===== config.mk =====
export PLATFORM = sky130hd
export DESIGN_NAME = rie_exec
export DESIGN_NICKNAME = d
export VERILOG_FILES = /design/src/rie_pkg.sv /design/src/rie_exec.sv /design/src/rie_rotator.sv
export SDC_FILE = /design/constraint.sdc
export NUM_CORES = 1
export LEC_CHECK = 0
export ABC_CLOCK_PERIOD_IN_PS = 4000
export BUFFER_PORTS_ARGS = -buffer_cell sky130_fd_sc_hd__buf_4
export CAP_MARGIN = 5
export CORE_AREA = 2 2 65 67
export CTS_CLUSTER_DIAMETER = 40
export DETAILED_ROUTE_END_ITERATION = 6
export DIE_AREA = 0 0 67 69
export GPL_TIMING_DRIVEN = 0
export PLACE_DENSITY = 0.92
export SETUP_SLACK_MARGIN = 0.2
export SLEW_MARGIN = 25
export SYNTH_ARGS = -nofsm -noshare
export SYNTH_HDL_FRONTEND = slang
export SYNTH_HIERARCHICAL = 1
export SYNTH_SLANG_ARGS = --single-unit

===== constraint.sdc =====
create_clock -name clock_i -period 4 [get_ports clock_i]
set_clock_uncertainty 0.15 [all_clocks]
set_input_delay 1 -clock clock_i [delete_from_list [all_inputs] [get_ports clock_i]]
set_output_delay 1 -clock clock_i [all_outputs]
set_load 0.01 [all_outputs]

===== src/rie_pkg.sv =====
// Package: opcodes, widths and reset values for the rotate/return unit
package rie_pkg;

  // ------------------------------------------------------------
  // Widths
  // ------------------------------------------------------------
  localparam int unsigned DATA_W = 8;
  localparam int unsigned PC_W = 13;
  localparam int unsigned ADDR_W = 8;
  localparam int unsigned MSB = 7;
  localparam int unsigned LSB = 0;

  // ------------------------------------------------------------
  // Operation codes
  // ------------------------------------------------------------
  typedef enum logic [2:0] {
    RIE_OP_RETURN = 3'h0,
    RIE_OP_ROT_LEFT = 3'h1,
    RIE_OP_ROT_LEFT_ACC = 3'h2,
    RIE_OP_ROT_LEFT_CARRY = 3'h3,
    RIE_OP_ROT_LEFT_CARRY_ACC = 3'h4,
    RIE_OP_ROT_RIGHT = 3'h5,
    RIE_OP_ROT_RIGHT_ACC = 3'h6
  } rie_op_t;

  // ------------------------------------------------------------
  // Reset values and the MIE value set on return
  // ------------------------------------------------------------
  localparam logic [DATA_W-1:0] ACC_RST = 8'h00;
  localparam logic [PC_W-1:0] PC_RST = 13'h0000;
  localparam logic [ADDR_W-1:0] ADDR_RST = 8'h00;
  localparam logic MIE_SET = 1'b1;

endpackage : rie_pkg


===== src/rie_exec.sv =====
// Execution unit for return-from-interrupt and byte rotate instructions
`timescale 1ns/1ps
module rie_exec
  import rie_pkg::*;
(
  // Clock and reset
  input wire logic clock_i,
  input wire logic rst_n_i,
  // Instruction issue
  input wire logic issue_i,
  input wire rie_op_t op_i,
  input wire logic [ADDR_W-1:0] addr_i,
  // Core state in
  input wire logic [DATA_W-1:0] mem_rdata_i,
  input wire logic [DATA_W-1:0] acc_i,
  input wire logic carry_i,
  input wire logic [PC_W-1:0] stack_top_i,
  input wire logic irq_pending_i,
  // Memory write-back
  output logic mem_we_o,
  output logic [ADDR_W-1:0] mem_addr_o,
  output logic [DATA_W-1:0] mem_wdata_o,
  // Accumulator and carry update
  output logic acc_we_o,
  output logic [DATA_W-1:0] acc_o,
  output logic carry_we_o,
  output logic carry_o,
  // Program flow
  output logic pc_load_o,
  output logic [PC_W-1:0] pc_o,
  output logic stack_pop_o,
  output logic mie_set_o,
  output logic irq_take_o
);

  // ------------------------------------------------------------
  // Operation decode
  // ------------------------------------------------------------
  logic [DATA_W-1:0] rot_result;
  logic rot_carry;
  logic is_right;
  logic is_via_carry;
  logic is_return;
  logic to_acc;

  always_comb
  begin
    is_right = (op_i == RIE_OP_ROT_RIGHT) ||
               (op_i == RIE_OP_ROT_RIGHT_ACC);
    is_via_carry = (op_i == RIE_OP_ROT_LEFT_CARRY) ||
                   (op_i == RIE_OP_ROT_LEFT_CARRY_ACC);
    is_return = issue_i && (op_i == RIE_OP_RETURN);
    to_acc = (op_i == RIE_OP_ROT_LEFT_ACC) ||
             (op_i == RIE_OP_ROT_LEFT_CARRY_ACC) ||
             (op_i == RIE_OP_ROT_RIGHT_ACC);
  end

  rie_rotator i_rie_rotator (
    .data_i(mem_rdata_i),
    .carry_i(carry_i),
    .right_i(is_right),
    .via_carry_i(is_via_carry),
    .result_o(rot_result),
    .carry_o(rot_carry)
  );

  // ------------------------------------------------------------
  // Result registers
  // ------------------------------------------------------------
  logic next_mem_we;
  logic [ADDR_W-1:0] next_mem_addr;
  logic [DATA_W-1:0] next_mem_wdata;
  logic next_acc_we;
  logic [DATA_W-1:0] next_acc;
  logic next_carry_we;
  logic next_carry;
  logic next_pc_load;
  logic [PC_W-1:0] next_pc;
  logic next_pop;
  logic next_mie;
  logic next_irq_take;

  always_comb
  begin
    next_mem_we = 1'b0;
    next_mem_addr = mem_addr_o;
    next_mem_wdata = mem_wdata_o;
    next_acc_we = 1'b0;
    next_acc = acc_o;
    next_carry_we = 1'b0;
    next_carry = carry_o;
    next_pc_load = 1'b0;
    next_pc = pc_o;
    next_pop = 1'b0;
    next_mie = 1'b0;
    next_irq_take = 1'b0;
    if (is_return)
    begin
      // The carry flag is never touched on return
      next_pc_load = 1'b1;
      next_pc = stack_top_i;
      next_pop = 1'b1;
      next_mie = MIE_SET;
      // Same cycle as the PC load, so the core vectors before fetching
      // anything at the restored address
      next_irq_take = irq_pending_i;
    end
    else if (issue_i)
    begin
      if (to_acc)
      begin
        next_acc_we = 1'b1;
        next_acc = rot_result;
      end
      else
      begin
        next_mem_we = 1'b1;
        next_mem_addr = addr_i;
        next_mem_wdata = rot_result;
      end
      // Only the through-carry forms touch the carry flag
      next_carry_we = is_via_carry;
      next_carry = rot_carry;
    end
  end

  always_ff @(posedge clock_i)
  begin
    if (!rst_n_i)
    begin
      mem_we_o <= 1'b0;
      mem_addr_o <= ADDR_RST;
      mem_wdata_o <= ACC_RST;
      acc_we_o <= 1'b0;
      acc_o <= ACC_RST;
      carry_we_o <= 1'b0;
      carry_o <= 1'b0;
      pc_load_o <= 1'b0;
      pc_o <= PC_RST;
      stack_pop_o <= 1'b0;
      mie_set_o <= 1'b0;
      irq_take_o <= 1'b0;
    end
    else
    begin
      mem_we_o <= next_mem_we;
      mem_addr_o <= next_mem_addr;
      mem_wdata_o <= next_mem_wdata;
      acc_we_o <= next_acc_we;
      acc_o <= next_acc;
      carry_we_o <= next_carry_we;
      carry_o <= next_carry;
      pc_load_o <= next_pc_load;
      pc_o <= next_pc;
      stack_pop_o <= next_pop;
      mie_set_o <= next_mie;
      irq_take_o <= next_irq_take;
    end
  end
endmodule : rie_exec


===== src/rie_rotator.sv =====
// Combinational byte rotator shared by all rotate instructions
`timescale 1ns/1ps
module rie_rotator
  import rie_pkg::*;
(
  // Operand
  input wire logic [DATA_W-1:0] data_i,
  input wire logic carry_i,
  // Control
  input wire logic right_i,
  input wire logic via_carry_i,
  // Result
  output logic [DATA_W-1:0] result_o,
  output logic carry_o
);

  always_comb
  begin
    if (right_i)
    begin
      result_o = {data_i[LSB], data_i[MSB:LSB+1]};
      carry_o = data_i[LSB];
    end
    else if (via_carry_i)
    begin
      result_o = {data_i[MSB-1:LSB], carry_i};
      carry_o = data_i[MSB];
    end
    else
    begin
      result_o = {data_i[MSB-1:LSB], data_i[MSB]};
      carry_o = data_i[MSB];
    end
  end

endmodule : rie_rotator


== Word-level counts from Yosys, hierarchy flattened ==
Index checks and enable logic that the tools add are counted.
Storage, ports and cells
  flip-flop bits (word level): 43
  output and inout bits: 45
  input port bits: 45
  word-level logic and storage cells: 36
Operators by class
  eq/ne operators: 5
  reductions and logical operators: 11
  mux-type cells: 6
  bitwise operators: 4
Operators by type and width (number)
  3-bit == test (second input constant): 3
  8-bit 2-to-1 mux: 1
  3-bit by 2-bit == test with 1-bit output (second input constant): 2
  3-bit AND reduction: 2
  1-bit 2-to-1 mux: 5
  1-bit logical OR: 4
  1-bit NOT: 4
  2-bit AND reduction: 2
  3-bit logical NOT: 1
  3-bit OR reduction: 1
  1-bit logical AND: 1

== Depth between registers and ports, before layout ==
  depth in word-level cells: 5
  gate-level depth with buffers: 8
  mapped depth without buffers: 6

== Modules after synthesis ==
Netlist, hierarchy kept.
Modules (own cells, without submodules)
  rie_exec: area each 1676.6 µm², seq. area each 860.8 µm², times used 1, cells an instance 191
  rie_rotator: area each 137.6 µm², seq. area each 0.0 µm², times used 1, cells an instance 15

== Least setup slack after synthesis ==
OpenSTA, ideal clock, no wires.
  path type: input -> register
  from: input op_i[1]
  to: register acc_o[1]
  path buffers: 2
  library setup time: 0.124 ns
  arrival: 2.031 ns
  setup slack: 1.695 ns
  data required time: 3.726 ns
  cell stages on the path: 7
  cell sequence: buf_2 -> xor2_1 -> and2_1 -> buf_6 -> mux2_4 -> nand3_1 -> a21boi_0
Between the ends
  elaborated cells on any way between the ends: 12
  those cells by class: eq/ne: 4; mux: 1; bitwise: 1; reduce/logical: 6
RTL lines
  start, declared: line rie_exec.sv:11  | input wire rie_op_t op_i,
  3-bit == test (on tied branches): line rie_exec.sv:48, rie_exec.sv:49
  1-bit logical OR *: line rie_exec.sv:48  | is_right = (op_i == RIE_OP_ROT_RIGHT) ||
  named net is_right: line rie_exec.sv:41  | logic is_right;
  8-bit 2-to-1 mux *: line rie_rotator.sv:19  | if (right_i)
  named net rot_result[1]: line rie_exec.sv:39  | logic [DATA_W-1:0] rot_result;
  end signal, assigned: line rie_exec.sv:150  | acc_o <= next_acc;
  end, declared: line rie_exec.sv:25  | output logic [DATA_W-1:0] acc_o,
The timed path passes the listed nets; every way through them passes the cells marked *.
A chain may end at the register's enable or synchronous reset.

== Final worst setup path ==
  from: input op_i[0]
  to: register acc_o[6]
Same word-level chain as after synthesis.

==> reports/metrics.yaml <==
clkPwrFrac: 0.294
p_sw_mw: 0.2044
required_ns: 4.01
worstSkewPairLatency_ns: 0.28
intPower_mw: 0.6361
p_leak_nw: 1.127
cts_tree: "yes"
ys_seq_area_frac: 0.4745
crit_type: "input port to flop"
synth_fp_nets: 251
final_hold_viol_count: 0
yosys_register_bits: 43
finalSetupViolCount: 0
drc: 0
num_antenna_cells: 0
drt-total-wl_mm: 4.536
dieArea_um2: 4623
cts-hold-fix-buffers: 0
fin_area_um2: 2550
tns_ns: 0
netSwitchingFraction: 0.2432
comb_power_share: 0.167
grt_pass1_vias: 1597
whs_path_depth: 2
powerDensity_nw_per_um2: 329.6
arrival_ns: 2.22
grt_usage: 0.1961
post-place-cells: 336
synth.top_cell.area_share: 0.4745
async_reset_ff_frac: 0
power_mw: 0.8405
clock_path_buffers: 2
num_vias: 1690
path_clk_slew_ns: 0.08
mappedNetlistArea_um2: 1814
max_freq_mhz: 453.4
end_kind: "flop"
nNetsFinal: 338
grt_pass1_wl_mm: 7.127
hp-class: "flop to flop"
post_cts_buffers: 0
seqPwrFrac: 0.539
maxCapViolCount: 0
antenna_found_initial: 0
synth_edf_count: 0
finalMaxSlewViolations: 0
drive_above_1_share: 0.3527
fin_cells: 342
startpoint_type: "input port"
cts_made_buffers: 5
nFillCells: 337
cts_resized: 0
relSlewSlack: 0.6174
ant_nets: 0
worstPathMaxFanout: 10
rsz0062_at_grt: "false"
gr-total-overflow: 0
irDropWorstVdd_v: 0.0001671
netlist.top_cell.by_area: "dfxtp_1"
worst_slew_pin_slew_ns: 0.5739
min_period_over_period: 0.5514
firstDrtPassIters: 4
synth_most_common_cell: "nand2_1"
core-area_um2: 3914
io_buffers: 80
outcome: "complete, no violations"
yosys_warnings: 6
placementRows: 23
r2r_cells: 2
die-width_um: 67
start_util: 0.4636
post_drt_wl_per_cell_um: 13.26
cts_root_buf: "clkbuf_8"
die_y_um: 69
syn_avg_cell_area_um2: 8.807
grt_max_degree: 12
synthTopCellsByCount: "nand2_1, dfxtp_1, a21boi_0, a21boi_1, o21ai_0"
cts_sinks: 43
yosysUniqueCellTypes: 26
area_growth_pct: 40.55
synth-main-ff-cell: "dfxtp_1"
hpwl_mm: 3.435
placedInstanceArea_um2: 2477
gp_congestion: 0.7562
htreeDepth: 2
ios: 90
viasPerCell: 4.942
fin_crit_ns: 2.206
drtIter0Drc: 83
netlist_instances: 206
synthTopCellsByArea: "dfxtp_1, nand2_1, a21boi_0"
==> worst paths after layout <==
kind                            to                   from  slack, ns
min reg2reg   pc_o[2]$_SDFFE_PN0P_   pc_o[2]$_SDFFE_PN0P_       0.31
max          acc_o[6]$_SDFFE_PN0P_                op_i[0]       1.79
min           pc_o[2]$_SDFFE_PN0P_   pc_o[2]$_SDFFE_PN0P_       0.31
max reg2reg  acc_o[6]$_SDFFE_PN0P_  acc_o[6]$_SDFFE_PN0P_       3.09
==> routing by layer <==
layer,vias up,part of all wire,global-route usage
li1,848,-,-
met1,749,0.42,0.2308
met2,85,0.48,0.3355
met3,8,0.089,0.05546
met4,0,0.011,0.06349
met5,-,0,0
==> cell type report <==
class / count / area, µm² / share of cell area
buffer: 16 / 97.59 / 0.03827
clock buffer: 6 / 72.57 / 0.02846
inverter: 2 / 7.507 / 0.002944
multi-input combinational: 145 / 848.3 / 0.3327
sequential: 43 / 860.8 / 0.3376
tap: 50 / 62.56 / 0.02453
timing repair buffer: 80 / 600.6 / 0.2355
==> metrics by stage <==
step	hold slack, ns	setup slack (ns)	util
after floorplan	0.3292	1.695	-
after global placement	0.2917	1.532	0.6330
after detailed placement	0.3009	1.496	0.6330
after CTS	0.3109	1.799	0.6515
after global routing	0.3328	1.698	0.6515
final	0.3086	1.794	0.6515
==> worst max-delay path, stage by stage <==
cell and delay (ns):
buf_4 0.11, buf_6 0.13, xor2_1 0.15, and2_1 0.19, buf_6 0.16, mux2_4 0.32
nand3_1 0.07, a21boi_0 0.09
==> cell families after synthesis <==
group / after synthesis / share of synthesized area
AO/OA/AOI/OAI: 51 / 0.1938
multiplexers: 7 / 0.05310
XOR/XNOR: 1 / 0.004828
buffers and inverters: 18 / 0.05793
flip-flops: 43 / 0.4745
AND/OR/NAND/NOR: 86 / 0.2159
==> registers in the layout (all words and copies together), names as in the netlist <==
register and count:
pc_o 13, acc_o 8, mem_addr_o 8, mem_wdata_o 8, acc_we_o 1, carry_o 1
carry_we_o 1, irq_take_o 1, mem_we_o 1, mie_set_o 1
==> power groups by stage <==
| stage | clock (mW) | combinational [mW] | sequential, mW |
|---|---|---|---|
| 3_5_place_dp | 0 | 0.140 | 0.463 |
| 4_1_cts | 0.257 | 0.140 | 0.453 |
| 3_3_place_gp | 0 | 0.137 | 0.462 |
| 5_1_grt | 0.270 | 0.152 | 0.455 |
| 6_report | 0.248 | 0.140 | 0.453 |
| 2_1_floorplan | 0 | 0.0608 | 0.470 |
==> cells in the final DEF (no fill, tap or decap), types with 2 or more instances in the layout <==
master and instances:
mux2_4 5, o21ai_0 12, a21boi_0 25, inv_1 2, nand3_1 9, clkbuf_8 5, buf_4 83, buf_6 3
and3_1 4, buf_2 2, and2_1 3, a21boi_1 12, nand2_1 63, clkbuf_1 8, nand2b_1 2, dfxtp_1 43
Note: power is estimated with default switching activity, not from simulation.
